[config.mk]
export PLATFORM = sky130hd
export DESIGN_NAME = uart_flow_modem_control
export DESIGN_NICKNAME = d
export VERILOG_FILES = /design/src/verilog/uart_fmc_pkg.sv /design/src/verilog/uart_sync2.sv /design/src/verilog/uart_flow_modem_control.sv
export SDC_FILE = /design/constraint.sdc
export NUM_CORES = 1
export LEC_CHECK = 0
export BUFFER_PORTS_ARGS = -buffer_cell sky130_fd_sc_hd__buf_2
export CAP_MARGIN = 20
export CORE_AREA = 2 2 86 88
export DETAILED_ROUTE_END_ITERATION = 8
export DIE_AREA = 0 0 88 90
export HOLD_SLACK_MARGIN = 0.02
export PLACE_DENSITY = 0.68
export SLEW_MARGIN = 0
export SYNTH_ARGS = -nofsm -noshare
export SYNTH_HDL_FRONTEND = slang
export SYNTH_HIERARCHICAL = 1
export SYNTH_SLANG_ARGS = --single-unit
[constraint.sdc]
create_clock -name aclk -period 1.9 [get_ports aclk]
set_clock_uncertainty 0.1 [all_clocks]
set_input_delay 0.095 -clock aclk [delete_from_list [all_inputs] [get_ports aclk]]
set_output_delay 0.095 -clock aclk [all_outputs]
set_load 0.01 [all_outputs]
[src/verilog/uart_fmc_pkg.sv]
/*
 Constants for the UART flow and modem control block.
 Assumes an AXI4-Lite master with 32-bit data and a single aclk domain.
*/
package uart_fmc_pkg;
	localparam logic [15:0] MODEM_CONTROL_OFS = 16'hFFA4;
	// Status, flow and state words take the next free aligned words
	localparam logic [15:0] MODEM_STATUS_OFS = 16'hFFA8;
	localparam logic [15:0] FLOW_CONTROL_LOW_OFS = 16'hFFAC;
	localparam logic [15:0] EVENT_OFS = 16'hFFB0;
	localparam int SOFT_RST_BIT = 0;
	localparam int RX_EN_BIT = 1;
	localparam int LOOP_BIT = 2;
	localparam int DTR_BIT = 4;
	localparam int RTS_BIT = 5;
	localparam int RING_LOOP_BIT = 6;
	localparam int CARRIER_LOOP_BIT = 7;
	localparam int TX_XOFF_BIT = 0;
	localparam int TX_XON_ANY_BIT = 1;
	localparam int TX_CTS_BIT = 2;
	localparam int TX_DSR_BIT = 3;
	localparam int RX_XOFF_BIT = 4;
	localparam int RX_RTS_BIT = 5;
	localparam int RX_DTR_BIT = 6;
	localparam int HALF_DUPLEX_BIT = 7;
	localparam int STAT_CTS_BIT = 4;
	localparam int STAT_DSR_BIT = 5;
	localparam int STAT_RING_BIT = 6;
	localparam int STAT_CARRIER_BIT = 7;
	localparam logic [7:0] REG_RESET = 8'h00;
	localparam logic [1:0] RESP_OKAY = 2'h0;
	localparam logic [1:0] RESP_SLVERR = 2'h2;
	localparam logic [7:0] XON_CHAR = 8'h11;
	localparam logic [7:0] XOFF_CHAR = 8'h13;
	localparam logic [2:0] RESET_CYCLES = 3'h4;
	typedef enum logic [1:0]
	{
		BUS_IDLE = 2'b00,
		BUS_WRESP = 2'b01,
		BUS_RRESP = 2'b10
	} bus_state_t;
endpackage

[src/verilog/uart_sync2.sv]
/*
 Two-stage synchroniser for a bundle of pin levels.
 Assumes inputs are asynchronous levels; only the second stage is read.
*/
`timescale 1ns/1ps
`default_nettype none
module uart_sync2 #(
	parameter int WIDTH = 6
)(
	// Clock and reset
	input wire logic aclk,
	input wire logic aresetn,
	// Levels
	input wire logic [WIDTH-1:0] async_in,
	output logic [WIDTH-1:0] sync_out
);
	typedef struct packed
	{
		logic [WIDTH-1:0] first;
		logic [WIDTH-1:0] second;
	} sync_state_t;
	sync_state_t st;
	sync_state_t next_st;
	always_comb
	begin
		next_st.first = async_in;
		next_st.second = st.first;
	end
	// Idle-high reset so pins read inactive until sampled
	always_ff @(posedge aclk)
	begin
		if (!aresetn)
			st <= '{first: {WIDTH{1'b1}}, second: {WIDTH{1'b1}}};
		else
			st <= next_st;
	end
	assign sync_out = st.second;
endmodule
`default_nettype wire

[src/verilog/uart_flow_modem_control.sv]
/*
 UART flow-control, modem-control, soft-reset, RS-485 and loop-back logic
 with an AXI4-Lite register slave.
 Assumes modem pins are active low and asynchronous; the core UART supplies
 transmit serial data, FIFO full/empty, received Xon/Xoff and busy flags.
*/
// The implementer's own choice: the AXI4-Lite interface to the registers.
`timescale 1ns/1ps
`default_nettype none
module uart_flow_modem_control (
	// Clock and reset
	input wire logic aclk,
	input wire logic aresetn,
	// AXI4-Lite write address
	input wire logic [15:0] s_axi_awaddr,
	input wire logic s_axi_awvalid,
	output logic s_axi_awready,
	// AXI4-Lite write data
	input wire logic [31:0] s_axi_wdata,
	input wire logic [3:0] s_axi_wstrb,
	input wire logic s_axi_wvalid,
	output logic s_axi_wready,
	// AXI4-Lite write response
	output logic [1:0] s_axi_bresp,
	output logic s_axi_bvalid,
	input wire logic s_axi_bready,
	// AXI4-Lite read address
	input wire logic [15:0] s_axi_araddr,
	input wire logic s_axi_arvalid,
	output logic s_axi_arready,
	// AXI4-Lite read data
	output logic [31:0] s_axi_rdata,
	output logic [1:0] s_axi_rresp,
	output logic s_axi_rvalid,
	input wire logic s_axi_rready,
	// Modem pins, active low
	input wire logic cts_n,
	input wire logic dsr_n,
	input wire logic dcd_n,
	input wire logic ring_indicator_input_n,
	output logic dtr_n,
	output logic rts_n,
	// Serial pins
	input wire logic serial_in_pin,
	output logic serial_out_pin,
	// UART core side
	input wire logic core_tx_serial,
	input wire logic core_tx_busy,
	input wire logic core_xoff_seen,
	input wire logic core_xon_seen,
	input wire logic core_rx_any,
	input wire logic core_fifo_full,
	input wire logic core_fifo_empty,
	output logic core_rx_serial,
	output logic core_rx_enable,
	output logic core_tx_allow,
	output logic core_send_req,
	output logic [7:0] core_send_char,
	output logic uart_reset_n
);
	////////////////////////////////////////////////////////////////////////
	typedef struct packed
	{
		uart_fmc_pkg::bus_state_t bus;
		logic [31:0] rdata;
		logic [1:0] resp;
		logic awready;
		logic wready;
		logic arready;
		logic [7:0] modem_ctl;
		logic [7:0] flow_ctl;
		logic [2:0] rst_cnt;
		logic xoff_held;
		logic rx_full_held;
		logic rx_stop_prev;
		logic send_req;
		logic [7:0] send_char;
		logic dtr_n;
		logic rts_n;
		logic serial_out;
		logic rx_serial;
		logic rx_enable;
		logic tx_allow;
		logic uart_soft_reset_bit_n;
	} ctl_state_t;
	ctl_state_t st;
	ctl_state_t next_st;
	logic [5:0] pins_sync;
	logic cts_act;
	logic dsr_act;
	logic dcd_act;
	logic ri_act;
	logic serial_in_sync;
	logic auto_rts;
	logic auto_dtr;

	uart_sync2 #(
		.WIDTH(6)
	) u_sync (
		.aclk(aclk),
		.aresetn(aresetn),
		.async_in({cts_n, dsr_n, dcd_n, ring_indicator_input_n, serial_in_pin, 1'b1}),
		.sync_out(pins_sync)
	);

	////////////////////////////////////////////////////////////////////////
	// Byte-lane merge of the low byte
	function automatic logic [7:0] merge8(input logic [7:0] old, input logic [31:0] d,
		input logic [3:0] strb);
		merge8 = strb[0] ? d[7:0] : old;
	endfunction

	always_comb
	begin
		// Loop-back replaces pins by control bits as active levels
		if (st.modem_ctl[uart_fmc_pkg::LOOP_BIT])
		begin
			cts_act = st.modem_ctl[uart_fmc_pkg::DTR_BIT];
			dsr_act = st.modem_ctl[uart_fmc_pkg::RTS_BIT];
			ri_act = st.modem_ctl[uart_fmc_pkg::RING_LOOP_BIT];
			dcd_act = st.modem_ctl[uart_fmc_pkg::CARRIER_LOOP_BIT];
		end
		else
		begin
			cts_act = !pins_sync[5];
			dsr_act = !pins_sync[4];
			dcd_act = !pins_sync[3];
			ri_act = !pins_sync[2];
		end
		serial_in_sync = pins_sync[1];
	end

	////////////////////////////////////////////////////////////////////////
	always_comb
	begin
		logic [7:0] wbyte;
		logic [15:0] waddr;
		logic tx_stop;
		logic hd;
		logic rx_stop;
		wbyte = 8'h00;
		waddr = s_axi_awaddr;
		tx_stop = 1'b0;
		hd = st.flow_ctl[uart_fmc_pkg::HALF_DUPLEX_BIT];
		rx_stop = 1'b0;
		next_st = st;
		next_st.awready = 1'b0;
		next_st.wready = 1'b0;
		next_st.arready = 1'b0;
		next_st.send_req = 1'b0;

		// Bus slave: write needs both channels, answered one cycle later
		case (st.bus)
			uart_fmc_pkg::BUS_IDLE:
			begin
				if (s_axi_awvalid && s_axi_wvalid)
				begin
					next_st.awready = 1'b1;
					next_st.wready = 1'b1;
					next_st.bus = uart_fmc_pkg::BUS_WRESP;
					next_st.resp = uart_fmc_pkg::RESP_OKAY;
					case (waddr)
						uart_fmc_pkg::MODEM_CONTROL_OFS:
						begin
							wbyte = merge8(st.modem_ctl, s_axi_wdata, s_axi_wstrb);
							// Writing zero to soft reset is ignored
							wbyte[uart_fmc_pkg::SOFT_RST_BIT] =
								st.modem_ctl[uart_fmc_pkg::SOFT_RST_BIT]
								| wbyte[uart_fmc_pkg::SOFT_RST_BIT];
							next_st.modem_ctl = wbyte;
							if (wbyte[uart_fmc_pkg::SOFT_RST_BIT] && st.rst_cnt == 3'h0)
								next_st.rst_cnt = uart_fmc_pkg::RESET_CYCLES;
						end
						uart_fmc_pkg::FLOW_CONTROL_LOW_OFS:
						begin
							wbyte = merge8(st.flow_ctl, s_axi_wdata, s_axi_wstrb);
							// Both Xon options at once is illegal; drop both, keep the rest
							if (wbyte[uart_fmc_pkg::TX_XON_ANY_BIT]
								&& wbyte[uart_fmc_pkg::TX_XOFF_BIT])
							begin
								wbyte[uart_fmc_pkg::TX_XON_ANY_BIT] = 1'b0;
								wbyte[uart_fmc_pkg::TX_XOFF_BIT] = 1'b0;
							end
							next_st.flow_ctl = wbyte;
						end
						uart_fmc_pkg::MODEM_STATUS_OFS,
						uart_fmc_pkg::EVENT_OFS:
							next_st.resp = uart_fmc_pkg::RESP_OKAY;
						default:
							next_st.resp = uart_fmc_pkg::RESP_SLVERR;
					endcase
				end
				else if (s_axi_arvalid)
				begin
					next_st.arready = 1'b1;
					next_st.bus = uart_fmc_pkg::BUS_RRESP;
					next_st.resp = uart_fmc_pkg::RESP_OKAY;
					next_st.rdata = 32'h0000_0000;
					case (s_axi_araddr)
						uart_fmc_pkg::MODEM_CONTROL_OFS:
							next_st.rdata[7:0] = st.modem_ctl;
						uart_fmc_pkg::FLOW_CONTROL_LOW_OFS:
							next_st.rdata[7:0] = st.flow_ctl;
						uart_fmc_pkg::MODEM_STATUS_OFS:
						begin
							next_st.rdata[uart_fmc_pkg::STAT_CTS_BIT] = cts_act;
							next_st.rdata[uart_fmc_pkg::STAT_DSR_BIT] = dsr_act;
							next_st.rdata[uart_fmc_pkg::STAT_RING_BIT] = ri_act;
							next_st.rdata[uart_fmc_pkg::STAT_CARRIER_BIT] = dcd_act;
						end
						uart_fmc_pkg::EVENT_OFS:
							next_st.rdata[3:0] = {st.rx_full_held, st.xoff_held,
								st.tx_allow, st.rx_enable};
						default:
							next_st.resp = uart_fmc_pkg::RESP_SLVERR;
					endcase
				end
			end
			uart_fmc_pkg::BUS_WRESP:
				if (s_axi_bready)
					next_st.bus = uart_fmc_pkg::BUS_IDLE;
			uart_fmc_pkg::BUS_RRESP:
				if (s_axi_rready)
					next_st.bus = uart_fmc_pkg::BUS_IDLE;
			default:
				next_st.bus = uart_fmc_pkg::BUS_IDLE;
		endcase

		// Soft reset: hold core reset a few cycles, then self-clear
		if (st.rst_cnt != 3'h0)
		begin
			next_st.rst_cnt = st.rst_cnt - 3'h1;
			next_st.uart_soft_reset_bit_n = 1'b0;
			next_st.xoff_held = 1'b0;
			next_st.rx_full_held = 1'b0;
			// Transmit flow mode returns to zero, as after a hard reset
			next_st.flow_ctl[uart_fmc_pkg::TX_XOFF_BIT] = 1'b0;
			next_st.flow_ctl[uart_fmc_pkg::TX_XON_ANY_BIT] = 1'b0;
			next_st.flow_ctl[uart_fmc_pkg::TX_CTS_BIT] = 1'b0;
			next_st.flow_ctl[uart_fmc_pkg::TX_DSR_BIT] = 1'b0;
			if (st.rst_cnt == 3'h1)
				next_st.modem_ctl[uart_fmc_pkg::SOFT_RST_BIT] = 1'b0;
		end
		else
		begin
			next_st.uart_soft_reset_bit_n = 1'b1;
			// Xoff tracking; Xon-on-any releases on any character
			if (core_xoff_seen && (st.flow_ctl[uart_fmc_pkg::TX_XOFF_BIT]
				|| st.flow_ctl[uart_fmc_pkg::TX_XON_ANY_BIT]))
				next_st.xoff_held = 1'b1;
			else if (core_xon_seen
				|| (st.flow_ctl[uart_fmc_pkg::TX_XON_ANY_BIT] && core_rx_any))
				next_st.xoff_held = 1'b0;
			// FIFO full latches the stop request until empty
			if (core_fifo_full)
				next_st.rx_full_held = 1'b1;
			else if (core_fifo_empty)
				next_st.rx_full_held = 1'b0;
		end

		// Transmit gating: any enabled source halts, all clear resumes
		if (st.flow_ctl[uart_fmc_pkg::TX_CTS_BIT] && !cts_act)
			tx_stop = 1'b1;
		if (st.flow_ctl[uart_fmc_pkg::TX_DSR_BIT] && !dsr_act)
			tx_stop = 1'b1;
		if (st.xoff_held)
			tx_stop = 1'b1;
		next_st.tx_allow = !tx_stop;

		// Receive flow: Xon/Xoff characters on edges of the full state
		rx_stop = st.rx_full_held;
		next_st.rx_stop_prev = rx_stop;
		if (st.flow_ctl[uart_fmc_pkg::RX_XOFF_BIT] && rx_stop != st.rx_stop_prev)
		begin
			next_st.send_req = 1'b1;
			next_st.send_char = rx_stop ? uart_fmc_pkg::XOFF_CHAR
				: uart_fmc_pkg::XON_CHAR;
		end

		// Modem outputs: RS-485 first, then auto flow, then manual
		// RS-485: RTS pin high while sending, DTR pin the opposite sense
		if (hd)
		begin
			next_st.rts_n = core_tx_busy;
			next_st.dtr_n = !core_tx_busy;
		end
		else
		begin
			next_st.rts_n = auto_rts ? !rx_stop
				: !st.modem_ctl[uart_fmc_pkg::RTS_BIT];
			next_st.dtr_n = auto_dtr ? !rx_stop
				: !st.modem_ctl[uart_fmc_pkg::DTR_BIT];
		end

		// Receiver enable in half duplex with RX_EN_BIT clear: off while the RTS pin is high
		if (hd && !st.modem_ctl[uart_fmc_pkg::RX_EN_BIT])
			next_st.rx_enable = !st.rts_n;
		else
			next_st.rx_enable = 1'b1;

		// Loop-back path; output pin idles high
		next_st.serial_out = st.modem_ctl[uart_fmc_pkg::LOOP_BIT] ? 1'b1
			: core_tx_serial;
		next_st.rx_serial = st.modem_ctl[uart_fmc_pkg::LOOP_BIT] ? core_tx_serial
			: serial_in_sync;
	end

	assign auto_rts = st.flow_ctl[uart_fmc_pkg::RX_RTS_BIT];
	assign auto_dtr = st.flow_ctl[uart_fmc_pkg::RX_DTR_BIT];

	////////////////////////////////////////////////////////////////////////
	// Soft reset leaves the register file alone except through rst_cnt
	always_ff @(posedge aclk)
	begin
		if (!aresetn)
		begin
			st <= '0;
			st.bus <= uart_fmc_pkg::BUS_IDLE;
			st.modem_ctl <= uart_fmc_pkg::REG_RESET;
			st.flow_ctl <= uart_fmc_pkg::REG_RESET;
			st.dtr_n <= 1'b1;
			st.rts_n <= 1'b1;
			st.serial_out <= 1'b1;
			st.rx_serial <= 1'b1;
			st.rx_enable <= 1'b1;
			st.tx_allow <= 1'b1;
			st.uart_soft_reset_bit_n <= 1'b0;
		end
		else
			st <= next_st;
	end

	assign s_axi_awready = st.awready;
	assign s_axi_wready = st.wready;
	assign s_axi_bvalid = (st.bus == uart_fmc_pkg::BUS_WRESP);
	assign s_axi_bresp = st.resp;
	assign s_axi_arready = st.arready;
	assign s_axi_rvalid = (st.bus == uart_fmc_pkg::BUS_RRESP);
	assign s_axi_rdata = st.rdata;
	assign s_axi_rresp = st.resp;
	assign dtr_n = st.dtr_n;
	assign rts_n = st.rts_n;
	assign serial_out_pin = st.serial_out;
	assign core_rx_serial = st.rx_serial;
	assign core_rx_enable = st.rx_enable;
	assign core_tx_allow = st.tx_allow;
	assign core_send_req = st.send_req;
	assign core_send_char = st.send_char;
	assign uart_reset_n = st.uart_soft_reset_bit_n;
endmodule
`default_nettype wire

Word-level counts from Yosys, hierarchy flattened
Index checks and enable logic that the tools add are counted.
{ "totals": {"register_bits": 65, "input_bits": 87, "out_inout_bits": 57, "elab_cells": 137} }
{ "op_classes": {"add_sub_neg": 1, "eq_ne": 15, "n_mux": 42, "n_bitwise": 4, "reduce_logical": 48} }
{ "op_table": {"columns": ["op", "n"], "rows": [
  ["equality test 16 bit (second input constant)", 8],
  ["two-way mux 36 bit", 1],
  ["two-way mux 12 bit", 2],
  ["case mux 4 bit (3 select lines)", 2],
  ["two-way mux 1 bit", 20],
  ["two-way mux 2 bit", 10],
  ["two-way mux 8 bit", 2],
  ["nonzero test 2 bit", 7],
  ["logical NOT 1 bit", 13],
  ["AND reduction 4 bit", 3],
  ["logical AND 1 bit", 9],
  ["two-way mux 3 bit", 3],
  ["two-way mux 9 bit", 1],
  ["AND reduction 3 bit", 3],
  ["OR reduction 4 bit", 2],
  ["case mux 2 bit (3 select lines)", 1],
  ["AND reduction 2 bit", 3],
  ["inequality test 2 x 1 -> 1 bit (second input constant)", 2],
  ["OR reduction 2 bit", 2],
  ["equality test 3 x 1 -> 1 bit (second input constant)", 1],
  ["logical NOT 3 bit", 1],
  ["inequality test 3 bit (second input constant)", 1],
  ["inverter 1 bit", 3],
  ["nonzero test 3 bit", 1],
  ["other kinds (8)", 9]
]} }

Longest topological paths before layout
Gate-level depths: netlist of the first run.
{ "depth": {"depth_word": 9, "ltp_mapped": 5, "ltp_nobuf": 4} }

Modules after synthesis
Netlist of the first run, hierarchy kept.
{ "by_module_without_submodules": {"columns": ["mod", "n_inst", "cells_per_inst", "area_each_um2", "seq_area_each_um2"], "rows": [
  ["uart_flow_modem_control", 1, 283, 2394.8, 900.9],
  ["uart_sync2", 1, 25, 339.1, 240.2]
]} }

Worst setup path before layout of the first run
OpenSTA, ideal clock, no wires.
{ "synth_path": {"path_kind": "reg-to-reg", "start": "reg st[76] in the netlist's numbering", "end": "reg st[22] in the netlist's numbering", "setup_time_ps": 130, "arrival_ps": 1366, "t_required_ps": 1670, "path_slack_ps": 304, "stages_incl_launch_ff": 5, "n_path_buf": 0, "period_less_slack_ps": 1596, "cell_sequence": "dfxtp_1 > and4bb_2 > nand4_1 > o41ai_1 > a21oi_1"} }
{ "synth_via": {"elab_chain_len": 2} }
{ "synth_rtl": {"columns": ["item", "line", "text"], "rows": [
  ["start: declaration", "uart_flow_modem_control.sv:86", "ctl_state_t st;"],
  ["start signal: assignment", "uart_flow_modem_control.sv:330", "st <= next_st;"],
  ["logical NOT 2 bit", "uart_flow_modem_control.sv:153", "case (st.bus)"],
  ["AND reduction 3 bit (no source line)", null, null]
]} }
Every way passes these cells.
A chain may end at the register's enable or synchronous reset.

Final worst setup path of the first run
{ "layout_path": {"start": "reg st[75] in the netlist's numbering", "end": "reg st[35] in the netlist's numbering"} }
{ "layout_via": {"elab_chain_len": 2} }
{ "layout_rtl": {"columns": ["item", "line"], "rows": [
  ["logical NOT 2 bit", "uart_flow_modem_control.sv:153"],
  ["AND reduction 4 bit (no source line)", null]
]} }
Every way passes these cells.

==> impl_results.html, run 1 <==
<table>
<tr><th>Metric</th><th>Value</th></tr>
<tr><th colspan="2">Run status</th></tr>
<tr><td>Status</td><td>finished clean</td></tr>
<tr><th colspan="2">Clocking</th></tr>
<tr><td>Maximum buffer depth of the clock tree</td><td>2</td></tr>
<tr><td>CTS tree</td><td>built</td></tr>
<tr><td>Worst-Skew Late Latency</td><td>0.30 ns</td></tr>
<tr><td>Post-CTS setup-driven buffer insertion count</td><td>0</td></tr>
<tr><td>Clock transition time at the flip-flop clock pins of the worst setup and hold paths</td><td>0.09 ns</td></tr>
<tr><td>Post-cts sizing count</td><td>0</td></tr>
<tr><td>Num CTS Buffers</td><td>5</td></tr>
<tr><td>Clk Tree Root Cell</td><td>clkbuf_8</td></tr>
<tr><td>H-tree level count</td><td>2</td></tr>
<tr><td>Post-CTS Hold Fix Bufs</td><td>20</td></tr>
<tr><td>Sink Count</td><td>55</td></tr>
<tr><th colspan="2">Floorplanning</th></tr>
<tr><td>Die Ht</td><td>90 um</td></tr>
<tr><td>Horiz. Die Dim</td><td>88 um</td></tr>
<tr><td>Area enclosed by the die boundary</td><td>0.00792 mm2</td></tr>
<tr><td>Site row count</td><td>31</td></tr>
<tr><td>I/O pin count</td><td>144</td></tr>
<tr><td>Floorplan core area</td><td>0.00702 mm2</td></tr>
<tr><td>Effective utilization at floorplan</td><td>38.1%</td></tr>
<tr><th colspan="2">Worst setup path</th></tr>
<tr><td>Delay of the slowest cell on the worst path</td><td>0.40 ns</td></tr>
<tr><td>Crit-path cells</td><td>and4bb_2, and4_1, nand2_1, mux2i_1</td></tr>
<tr><td>Critical-path maximum fanout</td><td>10</td></tr>
<tr><td>Cell type group with the largest total delay on the critical path</td><td>simple AND/OR/NAND/NOR gates</td></tr>
<tr><td>Required @ worst endpoint</td><td>1.98 ns</td></tr>
<tr><td>Type of destination of the critical path</td><td>flop</td></tr>
<tr><td>Setup CP Type</td><td>flop to flop</td></tr>
<tr><td>Critical Path Source Type</td><td>flop</td></tr>
<tr><td>Worst Path Buf+Inv</td><td>0</td></tr>
<tr><td>Library cell contributing the largest single delay on the critical path</td><td>and4_1</td></tr>
<tr><td>Arrival time at the worst endpoint</td><td>1.76 ns</td></tr>
<tr><td>Slack of the worst reg-to-reg path</td><td>0.22 ns</td></tr>
<tr><th colspan="2">Timing</th></tr>
<tr><td>Fin Setup TNS</td><td>0 ns</td></tr>
<tr><td>Measured slew at the worst slew-check pin</td><td>0.611 ns</td></tr>
<tr><td>Count of final max-slew check failures</td><td>0</td></tr>
<tr><td>Peak Freq</td><td>596 MHz</td></tr>
<tr><td>Final critical delay including setup and external delays</td><td>1.68 ns</td></tr>
<tr><td>Count of final setup violators</td><td>0</td></tr>
<tr><td>Period utilization</td><td>88.3%</td></tr>
<tr><td>Fin. Hold Viols</td><td>0</td></tr>
<tr><td>Setup repair after global routing missed its margin</td><td>no</td></tr>
<tr><td>Fin worst setup slack</td><td>0.223 ns</td></tr>
<tr><td>Slew margin rel.</td><td>59.2%</td></tr>
<tr><th colspan="2">Place</th></tr>
<tr><td>Detailed placer's ending HPWL</td><td>4750 um</td></tr>
<tr><td>Final Wtd Congestion</td><td>0.861</td></tr>
<tr><td>Pre-CTS worst setup slack</td><td>0.218 ns</td></tr>
<tr><td>Number of cells in the design after placement</td><td>472</td></tr>
<tr><td>Count of port buffers added during placement</td><td>85</td></tr>
<tr><th colspan="2">Layout</th></tr>
<tr><td>Post-route core utilization</td><td>47.6%</td></tr>
<tr><td>Most common cell after layout, fill and taps aside</td><td>buf_2</td></tr>
<tr><td>Layout Nets</td><td>487</td></tr>
<tr><td>Number of diodes added for antenna fixing</td><td>0</td></tr>
<tr><td>Share of post-route cells with drive strength above 1</td><td>28.4%</td></tr>
<tr><td>Highest-count cells in the layout ignoring fill and taps</td><td>buf_2, dfxtp_1, nand2_1</td></tr>
<tr><td>Growth of design area from synthesis to finish</td><td>24.9%</td></tr>
<tr><td>Final std cells w/o fill</td><td>500</td></tr>
<tr><th colspan="2">Power</th></tr>
<tr><td>Areal power density over the cells</td><td>668 mW/mm2</td></tr>
<tr><td>Switching part of the total power</td><td>22.7%</td></tr>
<tr><td>Sw Pwr</td><td>0.506 mW</td></tr>
<tr><td>Maximum VDD drop</td><td>0.000387 V</td></tr>
<tr><td>Power, Total</td><td>2.23 mW</td></tr>
<tr><td>LEAKAGE</td><td>1.52 nW</td></tr>
<tr><td>Part of the power in registers</td><td>53.1%</td></tr>
<tr><td>Clock share of power</td><td>35.2%</td></tr>
<tr><td>Cell-internal power</td><td>1.73 mW</td></tr>
<tr><td>Fraction of power consumed by combinational cells</td><td>11.7%</td></tr>
<tr><th colspan="2">Logic synthesis</th></tr>
<tr><td>Post-Syn Instances</td><td>303</td></tr>
<tr><td>Mean cell area of the mapped netlist</td><td>8.83 um2</td></tr>
<tr><td>Post-synthesis cell area</td><td>0.00268 mm2</td></tr>
<tr><td>Warnings, synthesis</td><td>6</td></tr>
<tr><th colspan="2">Job</th></tr>
<tr><td>Number of maximum-capacitance constraint violations</td><td>0</td></tr>
<tr><th colspan="2">Routing</th></tr>
<tr><td>Average detailed-routed wire length per instance</td><td>12.1 um</td></tr>
<tr><td>Via count of the routed design</td><td>2326</td></tr>
<tr><td>DRC marker count from the first detailed-route iteration</td><td>149</td></tr>
<tr><td>Remaining design rule violation count</td><td>0</td></tr>
<tr><td>Average vias per placed instance</td><td>4.65</td></tr>
<tr><td>Number of search-and-repair iterations in the first detailed-routing pass</td><td>4</td></tr>
<tr><td>Number of antenna-violating nets in the routed design</td><td>0</td></tr>
<tr><td>Post-detailed-routing wire length</td><td>6070 um</td></tr>
<tr><th colspan="2">Global routing</th></tr>
<tr><td>Global-route wire length before repair</td><td>9340 um</td></tr>
<tr><td>Overflow left after global routing</td><td>0</td></tr>
<tr><td>Combined global-route utilization of all metal layers</td><td>14.8%</td></tr>
<tr><td>Antenna violations before repair</td><td>0</td></tr>
<tr><td>Maximum number of pins on one net before global-route repair</td><td>17</td></tr>
<tr><td>Vias in the first global route</td><td>2013</td></tr>
<tr><th colspan="2">Worst hold path</th></tr>
<tr><td>Kind of path behind the tightest hold check</td><td>primary input to flop</td></tr>
</table>
==> worst paths after layout <==
path	startpoint	depth (start not counted)	end
worst min-delay path	core_xon_seen	4	st[18]
worst max-delay path	st[75]	4	st[35]
worst max register to register	st[75]	4	st[35]
worst min register to register	u_sync/next_st[5]	1	u_sync/sync_out[5]
==> flip-flops by register name, indices dropped and copies added, names as in the netlist, 2 cells and up <==
register / flops
core_send_char: 2
s_axi_rdata: 8
st: 21
u_sync/next_st: 5
u_sync/sync_out: 5
==> stage by stage <==
stage / hold slack, ns / instance area (um2)
detailed placement: 0.186 / 3020
global route: 0.0560 / 3340
finish: 0.0409 / 3340
global placement: 0.179 / 3020
floorplan: 0.0680 / 2790
CTS: 0.0327 / 3340
==> worst register-to-register path, stage by stage, from the launching register on <==
cell	delay [ns]
dfxtp_1	0.32
and4bb_2	0.31
and4_1	0.40
nand2_1	0.26
mux2i_1	0.17
==> layer usage <==
| metal | global-route usage, % | up-vias | routed length [um] |
|---|---|---|---|
| li1 | - | 1175 | - |
| met1 | 20.0 | 1061 | 2790 |
| met2 | 24.2 | 83 | 2850 |
| met3 | 2.85 | 7 | 376 |
| met4 | 3.46 | 0 | 50 |
| met5 | 0 | - | 0 |
==> area by class of cell <==
class / instances / area (um2)
clock buffers: 6 / 82.6
clock inverters: 2 / 35.0
fillers: 688 / 3680
inverters: 11 / 41.3
multi-input cells: 211 / 1250
flip-flops and latches: 55 / 1100
well taps: 99 / 124
repair buffers: 116 / 708
==> power groups by stage <==
| stage | combinational, mW | clock [mW] | sequential [mW] |
|---|---|---|---|
| floorplan | 0.169 | 0 | 1.21 |
| global placement | 0.225 | 0 | 1.21 |
| detailed placement | 0.229 | 0 | 1.21 |
| CTS | 0.261 | 0.811 | 1.19 |
| global route | 0.290 | 0.850 | 1.19 |
| finish | 0.261 | 0.785 | 1.19 |
Power figures use the tool's default switching activity.
==> run 2, diff against run 1 <==
--- a/config.mk
+++ b/config.mk
@@ -9,7 +9,9 @@
 export CAP_MARGIN = 20
-export CORE_AREA = 2 2 86 88
+export CELL_PAD_IN_SITES_DETAIL_PLACEMENT = 0
+export CELL_PAD_IN_SITES_GLOBAL_PLACEMENT = 1
+export CORE_AREA = 2 2 96 98
 export DETAILED_ROUTE_END_ITERATION = 8
-export DIE_AREA = 0 0 88 90
+export DIE_AREA = 0 0 98 100
 export HOLD_SLACK_MARGIN = 0.02
-export PLACE_DENSITY = 0.68
+export PLACE_DENSITY = 0.76
 export SLEW_MARGIN = 0
==> constraint.sdc (replaced) <==
create_clock -name aclk -period 1.9 [get_ports aclk]
set_clock_uncertainty 0.1 [all_clocks]
set_input_delay 0.38 -clock aclk [delete_from_list [all_inputs] [get_ports aclk]]
set_output_delay 0.38 -clock aclk [all_outputs]
set_load 0.01 [all_outputs]
==> run 2 against run 1 <==
Sequential share of layout area grew 2.0 points. Utilization shrank 12 points. Sequential power is essentially flat. Sequential cell count is the same. Maximum frequency shrank 2.6%. Clock power shrank 14%. Hold slack gained 0.11 ns. Global-route usage shrank 2.2 points. Power shrank 6.5%. Critical path type unchanged.
==> impl_results.html, run 2 (same netlist as run 1, synthesis figures left out) <==
<table>
<tr><th>Metric</th><th>Value</th></tr>
<tr><th colspan="2">Layout</th></tr>
<tr><td>Fillcell total</td><td>970</td></tr>
<tr><td>Post-route core utilization</td><td>35.5%</td></tr>
<tr><td>Final std cells w/o fill</td><td>495</td></tr>
<tr><td>Number of diodes added for antenna fixing</td><td>0</td></tr>
<tr><td>Most common cell after layout, fill and taps aside</td><td>buf_2</td></tr>
<tr><td>Highest-count cells in the layout ignoring fill and taps</td><td>buf_2, dfxtp_1, nand2_1</td></tr>
<tr><td>Growth of design area from synthesis to finish</td><td>17.9%</td></tr>
<tr><td>Layout Nets</td><td>470</td></tr>
<tr><td>Share of post-route cells with drive strength above 1</td><td>30.5%</td></tr>
<tr><td>Largest reg by FF count</td><td>st</td></tr>
<tr><td>Summed area of non-filler cells in the final layout</td><td>0.00315 mm2</td></tr>
<tr><td>Number of flip-flops in the largest register</td><td>21</td></tr>
<tr><th colspan="2">Routing</th></tr>
<tr><td>Via count of the routed design</td><td>2254</td></tr>
<tr><td>Average detailed-routed wire length per instance</td><td>12.5 um</td></tr>
<tr><td>Post-detailed-routing wire length</td><td>6180 um</td></tr>
<tr><td>DRC marker count from the first detailed-route iteration</td><td>64</td></tr>
<tr><td>Average vias per placed instance</td><td>4.55</td></tr>
<tr><td>Remaining design rule violation count</td><td>0</td></tr>
<tr><td>Number of search-and-repair iterations in the first detailed-routing pass</td><td>7</td></tr>
<tr><td>Number of antenna-violating nets in the routed design</td><td>0</td></tr>
<tr><th colspan="2">Timing</th></tr>
<tr><td>Slew margin rel.</td><td>58.8%</td></tr>
<tr><td>Final critical delay including setup and external delays</td><td>1.72 ns</td></tr>
<tr><td>Fin Setup TNS</td><td>0 ns</td></tr>
<tr><td>Setup repair after global routing missed its margin</td><td>no</td></tr>
<tr><td>Count of final setup violators</td><td>0</td></tr>
<tr><td>Peak Freq</td><td>581 MHz</td></tr>
<tr><td>Count of final max-slew check failures</td><td>0</td></tr>
<tr><td>Period utilization</td><td>90.6%</td></tr>
<tr><td>Fin. Hold Viols</td><td>0</td></tr>
<tr><td>Hold slack final</td><td>0.153 ns</td></tr>
<tr><td>Measured slew at the worst slew-check pin</td><td>0.617 ns</td></tr>
<tr><th colspan="2">Worst setup path</th></tr>
<tr><td>Setup CP Type</td><td>flop to flop</td></tr>
<tr><td>Crit-path cells</td><td>and4bb_2, nand4_1, buf_4, o41ai_1, a21oi_1</td></tr>
<tr><td>Arrival time at the worst endpoint</td><td>1.82 ns</td></tr>
<tr><td>Cell type group with the largest total delay on the critical path</td><td>compound AO/OA/AOI/OAI gates</td></tr>
<tr><td>Library cell contributing the largest single delay on the critical path</td><td>dfxtp_1</td></tr>
<tr><td>Required @ worst endpoint</td><td>2.00 ns</td></tr>
<tr><td>Delay of the slowest cell on the worst path</td><td>0.38 ns</td></tr>
<tr><td>Critical-path maximum fanout</td><td>9</td></tr>
<tr><td>Critical Path Source Type</td><td>flop</td></tr>
<tr><td>Worst Path Buf+Inv</td><td>1</td></tr>
<tr><td>Type of destination of the critical path</td><td>flop</td></tr>
<tr><th colspan="2">Floorplanning</th></tr>
<tr><td>Floorplan core area</td><td>0.00889 mm2</td></tr>
<tr><td>I/O pin count</td><td>144</td></tr>
<tr><td>Site row count</td><td>35</td></tr>
<tr><td>Die Ht</td><td>100 um</td></tr>
<tr><td>Effective utilization at floorplan</td><td>30.1%</td></tr>
<tr><td>Area enclosed by the die boundary</td><td>0.00980 mm2</td></tr>
<tr><td>Horiz. Die Dim</td><td>98 um</td></tr>
<tr><th colspan="2">Global routing</th></tr>
<tr><td>Global-route wire length before repair</td><td>9960 um</td></tr>
<tr><td>Combined global-route utilization of all metal layers</td><td>12.7%</td></tr>
<tr><td>Overflow left after global routing</td><td>0</td></tr>
<tr><td>Antenna violations before repair</td><td>0</td></tr>
<tr><td>Vias in the first global route</td><td>2109</td></tr>
<tr><td>Maximum number of pins on one net before global-route repair</td><td>20</td></tr>
<tr><th colspan="2">Clocking</th></tr>
<tr><td>Post-cts sizing count</td><td>0</td></tr>
<tr><td>Clk Tree Root Cell</td><td>clkbuf_8</td></tr>
<tr><td>Clock transition time at the flip-flop clock pins of the worst setup and hold paths</td><td>0.11 ns</td></tr>
<tr><td>Worst-Skew Late Latency</td><td>0.32 ns</td></tr>
<tr><td>Post-CTS Hold Fix Bufs</td><td>0</td></tr>
<tr><td>Maximum buffer depth of the clock tree</td><td>2</td></tr>
<tr><td>Post-CTS setup-driven buffer insertion count</td><td>0</td></tr>
<tr><td>CTS tree</td><td>built</td></tr>
<tr><td>H-tree level count</td><td>2</td></tr>
<tr><td>Sink Count</td><td>55</td></tr>
<tr><td>Num CTS Buffers</td><td>5</td></tr>
<tr><th colspan="2">Worst hold path</th></tr>
<tr><td>Kind of path behind the tightest hold check</td><td>primary input to flop</td></tr>
<tr><th colspan="2">Power</th></tr>
<tr><td>Areal power density over the cells</td><td>661 mW/mm2</td></tr>
<tr><td>Maximum VDD drop</td><td>0.000273 V</td></tr>
<tr><td>LEAKAGE</td><td>1.44 nW</td></tr>
<tr><th colspan="2">Place</th></tr>
<tr><td>Number of cells in the design after placement</td><td>487</td></tr>
<tr><td>Cell area after placement</td><td>0.00306 mm2</td></tr>
<tr><td>Detailed placer's ending HPWL</td><td>4990 um</td></tr>
<tr><td>Count of port buffers added during placement</td><td>85</td></tr>
<tr><td>Final Wtd Congestion</td><td>0.806</td></tr>
<tr><th colspan="2">Job</th></tr>
<tr><td>Number of maximum-capacitance constraint violations</td><td>0</td></tr>
<tr><th colspan="2">Run status</th></tr>
<tr><td>Status</td><td>finished clean</td></tr>
</table>
## run 2: cell types whose count changed in the layout (fill, tap and decap cells not counted), sizes merged
| cell | previous run | this run |
|---|---|---|
| clkinvlp | 0 | 1 |
| bufinv | 1 | 0 |
| inv | 11 | 12 |
| buf | 96 | 99 |
| dlygate4sd3 | 20 | 0 |
| clkbuf | 6 | 5 |
## run 2: through the flow
stage	power, mW	setup slack, ns
detailed placement	1.44	-0.0291
CTS	2.12	0.170
finish	2.09	0.178
global route	2.18	0.117
global placement	1.44	0.0538
floorplan	1.38	0.114
## run 2: path summary, 6_finish.rpt
path,endpoint,slack (ns),cells after the start,from
setup / recovery,st[23],0.18,5,st[76]
hold reg to reg,u_sync/sync_out[4],0.31,1,u_sync/next_st[4]
hold / removal,u_sync/next_st[1],0.15,2,serial_in_pin
setup reg to reg,st[23],0.18,5,st[76]
## run 2: area by class of cell
class | count | area, um2 | area share (%)
timing repair buffer | 99 | 531 | 16.8
sequential | 55 | 1100 | 34.9
multi-input combinational | 211 | 1250 | 39.6
tap | 111 | 139 | 4.40
inverter | 11 | 41.3 | 1.31
clock buffer | 5 | 68.8 | 2.18
clock inverter | 3 | 23.8 | 0.754
## run 2: where the power goes
group	switching, mW	leakage [nW]	internal, mW
clock	0.406	0.0461	0.267
sequential	0.0134	0.448	1.17
combinational	0.128	0.943	0.0976
total	0.548	1.44	1.54
## run 2: routing by layer
metal	routed length, um	GRT usage, %	up-vias
li1	-	-	1137
met1	2890	16.8	1018
met2	2740	20.0	93
met3	478	2.92	6
met4	73	5.13	0
met5	0	0	-
==> run 3, diff against run 2 <==
PLACE_DENSITY = 0.75   (was 0.76)
SYNTH_HIERARCHICAL = default   (was 1)
==> run 3 against run 2 <==
The flow now finishes with violations (setup timing). Global-route usage up 0.076 points. Sequential power barely moved. Area after synthesis fell by 0.80%. Maximum frequency fell by 17%. Critical endpoint is now st[32].
==> impl_results.html, run 3 <==
<table>
<tr><th>Metric</th><th>Value</th></tr>
<tr><th colspan="2">Run status</th></tr>
<tr><td>Status</td><td>finished with violations</td></tr>
<tr><td>Violations in the final reports</td><td>setup timing</td></tr>
<tr><th colspan="2">Global routing</th></tr>
<tr><td>Combined global-route utilization of all metal layers</td><td>12.7%</td></tr>
<tr><td>Overflow left after global routing</td><td>0</td></tr>
<tr><td>Maximum number of pins on one net before global-route repair</td><td>23</td></tr>
<tr><td>Antenna violations before repair</td><td>0</td></tr>
<tr><td>Global-route wire length before repair</td><td>10000 um</td></tr>
<tr><td>Vias in the first global route</td><td>2197</td></tr>
<tr><th colspan="2">Layout</th></tr>
<tr><td>Most common cell after layout, fill and taps aside</td><td>buf_2</td></tr>
<tr><td>Final std cells w/o fill</td><td>507</td></tr>
<tr><td>Largest reg by FF count</td><td>st</td></tr>
<tr><td>Share of post-route cells with drive strength above 1</td><td>32.1%</td></tr>
<tr><td>Summed area of non-filler cells in the final layout</td><td>0.00329 mm2</td></tr>
<tr><td>Number of diodes added for antenna fixing</td><td>0</td></tr>
<tr><td>Growth of design area from synthesis to finish</td><td>24.1%</td></tr>
<tr><td>Highest-count cells in the layout ignoring fill and taps</td><td>buf_2, dfxtp_1, nand2_1</td></tr>
<tr><td>Layout Nets</td><td>482</td></tr>
<tr><td>Number of flip-flops in the largest register</td><td>21</td></tr>
<tr><th colspan="2">Floorplanning</th></tr>
<tr><td>Site row count</td><td>35</td></tr>
<tr><td>I/O pin count</td><td>144</td></tr>
<tr><td>Effective utilization at floorplan</td><td>29.9%</td></tr>
<tr><td>Die Ht</td><td>100 um</td></tr>
<tr><td>Area enclosed by the die boundary</td><td>0.00980 mm2</td></tr>
<tr><td>Floorplan core area</td><td>0.00889 mm2</td></tr>
<tr><td>Horiz. Die Dim</td><td>98 um</td></tr>
<tr><th colspan="2">Logic synthesis</th></tr>
<tr><td>Post-Syn Instances</td><td>306</td></tr>
<tr><td>Leading area contributor after synthesis</td><td>dfxtp_1</td></tr>
<tr><td>Number of distinct library cells after synthesis</td><td>41</td></tr>
<tr><td>Asr flop ratio synth</td><td>0%</td></tr>
<tr><td>Top cell types by occurrence after synthesis</td><td>dfxtp_1, nand2_1, buf_4</td></tr>
<tr><td>Area share of the largest cell type after synthesis</td><td>41.5%</td></tr>
<tr><td>Number of enable-type register cells in the synthesized netlist</td><td>0</td></tr>
<tr><td>Number of flip-flops and latches in the synthesized netlist</td><td>55</td></tr>
<tr><td>Main area contributors after synthesis</td><td>dfxtp_1, buf_4, mux2i_1</td></tr>
<tr><td>Fraction of the yosys area taken by sequential cells</td><td>41.5%</td></tr>
<tr><td>Top FF cell, synth</td><td>dfxtp_1</td></tr>
<tr><td>Mean cell area of the mapped netlist</td><td>8.67 um2</td></tr>
<tr><td>Most repeated cell in the gate-level netlist after synthesis</td><td>dfxtp_1</td></tr>
<tr><td>Warnings, synthesis</td><td>0</td></tr>
<tr><td>Post-synthesis cell area</td><td>0.00265 mm2</td></tr>
<tr><th colspan="2">Routing</th></tr>
<tr><td>Via count of the routed design</td><td>2242</td></tr>
<tr><td>Remaining design rule violation count</td><td>0</td></tr>
<tr><td>Number of search-and-repair iterations in the first detailed-routing pass</td><td>4</td></tr>
<tr><td>DRC marker count from the first detailed-route iteration</td><td>58</td></tr>
<tr><td>Post-detailed-routing wire length</td><td>6160 um</td></tr>
<tr><td>Average vias per placed instance</td><td>4.42</td></tr>
<tr><td>Number of antenna-violating nets in the routed design</td><td>0</td></tr>
<tr><td>Average detailed-routed wire length per instance</td><td>12.1 um</td></tr>
<tr><th colspan="2">Worst setup path</th></tr>
<tr><td>Type of destination of the critical path</td><td>flop</td></tr>
<tr><td>Setup CP Type</td><td>primary input to flop</td></tr>
<tr><td>Critical Path Source Type</td><td>primary input</td></tr>
<tr><td>Arrival time at the worst endpoint</td><td>2.17 ns</td></tr>
<tr><td>Critical-path maximum fanout</td><td>7</td></tr>
<tr><td>Required @ worst endpoint</td><td>2.00 ns</td></tr>
<tr><th colspan="2">Clocking</th></tr>
<tr><td>Maximum buffer depth of the clock tree</td><td>2</td></tr>
<tr><td>Sink Count</td><td>55</td></tr>
<tr><td>CTS tree</td><td>built</td></tr>
<tr><td>Clock transition time at the flip-flop clock pins of the worst setup and hold paths</td><td>0.09 ns</td></tr>
<tr><td>Num CTS Buffers</td><td>5</td></tr>
<tr><td>Clk Tree Root Cell</td><td>clkbuf_8</td></tr>
<tr><td>Worst-Skew Late Latency</td><td>0.31 ns</td></tr>
<tr><td>H-tree level count</td><td>2</td></tr>
<tr><td>Post-CTS Hold Fix Bufs</td><td>0</td></tr>
<tr><th colspan="2">Timing</th></tr>
<tr><td>Peak Freq</td><td>483 MHz</td></tr>
<tr><td>Fin worst setup slack</td><td>-0.169 ns</td></tr>
<tr><td>Final critical delay including setup and external delays</td><td>2.07 ns</td></tr>
<tr><td>Count of final setup violators</td><td>10</td></tr>
<tr><td>Fin. Hold Viols</td><td>0</td></tr>
<tr><td>Period utilization</td><td>109%</td></tr>
<tr><td>Count of final max-slew check failures</td><td>0</td></tr>
<tr><td>Setup repair after global routing missed its margin</td><td>yes</td></tr>
<tr><td>Fin Setup TNS</td><td>-1.25 ns</td></tr>
<tr><th colspan="2">Place</th></tr>
<tr><td>Cell area after placement</td><td>0.00310 mm2</td></tr>
<tr><td>Detailed placer's ending HPWL</td><td>4880 um</td></tr>
<tr><td>Number of cells in the design after placement</td><td>498</td></tr>
<tr><td>Final Wtd Congestion</td><td>0.771</td></tr>
<tr><td>Count of port buffers added during placement</td><td>85</td></tr>
<tr><th colspan="2">Job</th></tr>
<tr><td>Number of maximum-capacitance constraint violations</td><td>0</td></tr>
<tr><th colspan="2">Power</th></tr>
<tr><td>Maximum VDD drop</td><td>0.000253 V</td></tr>
<tr><td>LEAKAGE</td><td>1.51 nW</td></tr>
<tr><td>Areal power density over the cells</td><td>707 mW/mm2</td></tr>
<tr><th colspan="2">Worst hold path</th></tr>
<tr><td>Kind of path behind the tightest hold check</td><td>primary input to flop</td></tr>
</table>
-- run 3: metal layers --
metal | GRT usage, % | share of wire (%)
met5 | 0 | 0
met4 | 4.59 | 1.5
met3 | 2.99 | 7.1
met2 | 21.4 | 45
met1 | 16.1 | 46
-- run 3: path summary, 6_finish.rpt --
check / startpoint / to / slack [ns] / cells past startpoint
hold reg to reg: u_sync.next_st[4] / u_sync.sync_out[4] / 0.31 / 1
hold / removal: serial_in_pin / u_sync.next_st[1] / 0.14 / 2
setup / recovery: s_axi_awaddr[1] / st[32] / -0.17 / 5
setup reg to reg: st[76] / st[32] / 0.05 / 5
-- run 3: power by group --
| part | internal, mW | total, mW | switching, mW |
|---|---|---|---|
| combinational | 0.110 | 0.249 | 0.139 |
| sequential | 1.17 | 1.18 | 0.0107 |
| clock | 0.526 | 0.894 | 0.367 |
| total | 1.81 | 2.33 | 0.517 |
-- run 3: logic make-up after synthesis --
logic type                Yosys count  share of synthesized area (%)
DFF                                55                           41.5
and+or+nand+nor                   117                           23.1
buffers and inverters              62                           15.4
muxes                              22                           8.44
other                               1                          0.141
AOI/OAI and AO/OA                  46                           10.4
xor gates and xnor gates            3                          0.990
-- run 3: area by class of cell --
| class | count | area [um2] |
|---|---|---|
| clock buffer | 6 | 72.6 |
| clock inverter | 2 | 60.1 |
| fill | 945 | 5600 |
| inverter | 8 | 30.0 |
| multi-input combinational | 219 | 1300 |
| sequential | 55 | 1100 |
| tap | 111 | 139 |
| timing repair buffer | 106 | 593 |
-- run 3: repair_timing --
item | 4_1_cts | 5_1_grt
endpoints found under the setup margin | 12 | 11
gates resized for setup | 7 | 4
hold endpoints to repair | 0 | 0
buffers inserted | 1 | 0
pin swaps | 6 | 2
-- run 3: stage by stage --
stage | setup slack [ns] | hold slack, ns | power [mW] | util (%)
final | -0.169 | 0.144 | 2.33 | 37.0
after global routing | -0.178 | 0.132 | 2.44 | 37.0
after global placement | -0.587 | 0.288 | 1.46 | 34.9
after detailed placement | -0.606 | 0.293 | 1.46 | 34.9
after floorplan | -0.485 | 0.286 | 1.39 | -
after CTS | -0.158 | 0.132 | 2.36 | 36.8
-- run 3: critical path, stage by stage --
cell     delay (ns)
buf_6          0.09
or4b_4         0.53
or4_4          0.50
or4_4          0.52
mux2i_1        0.15
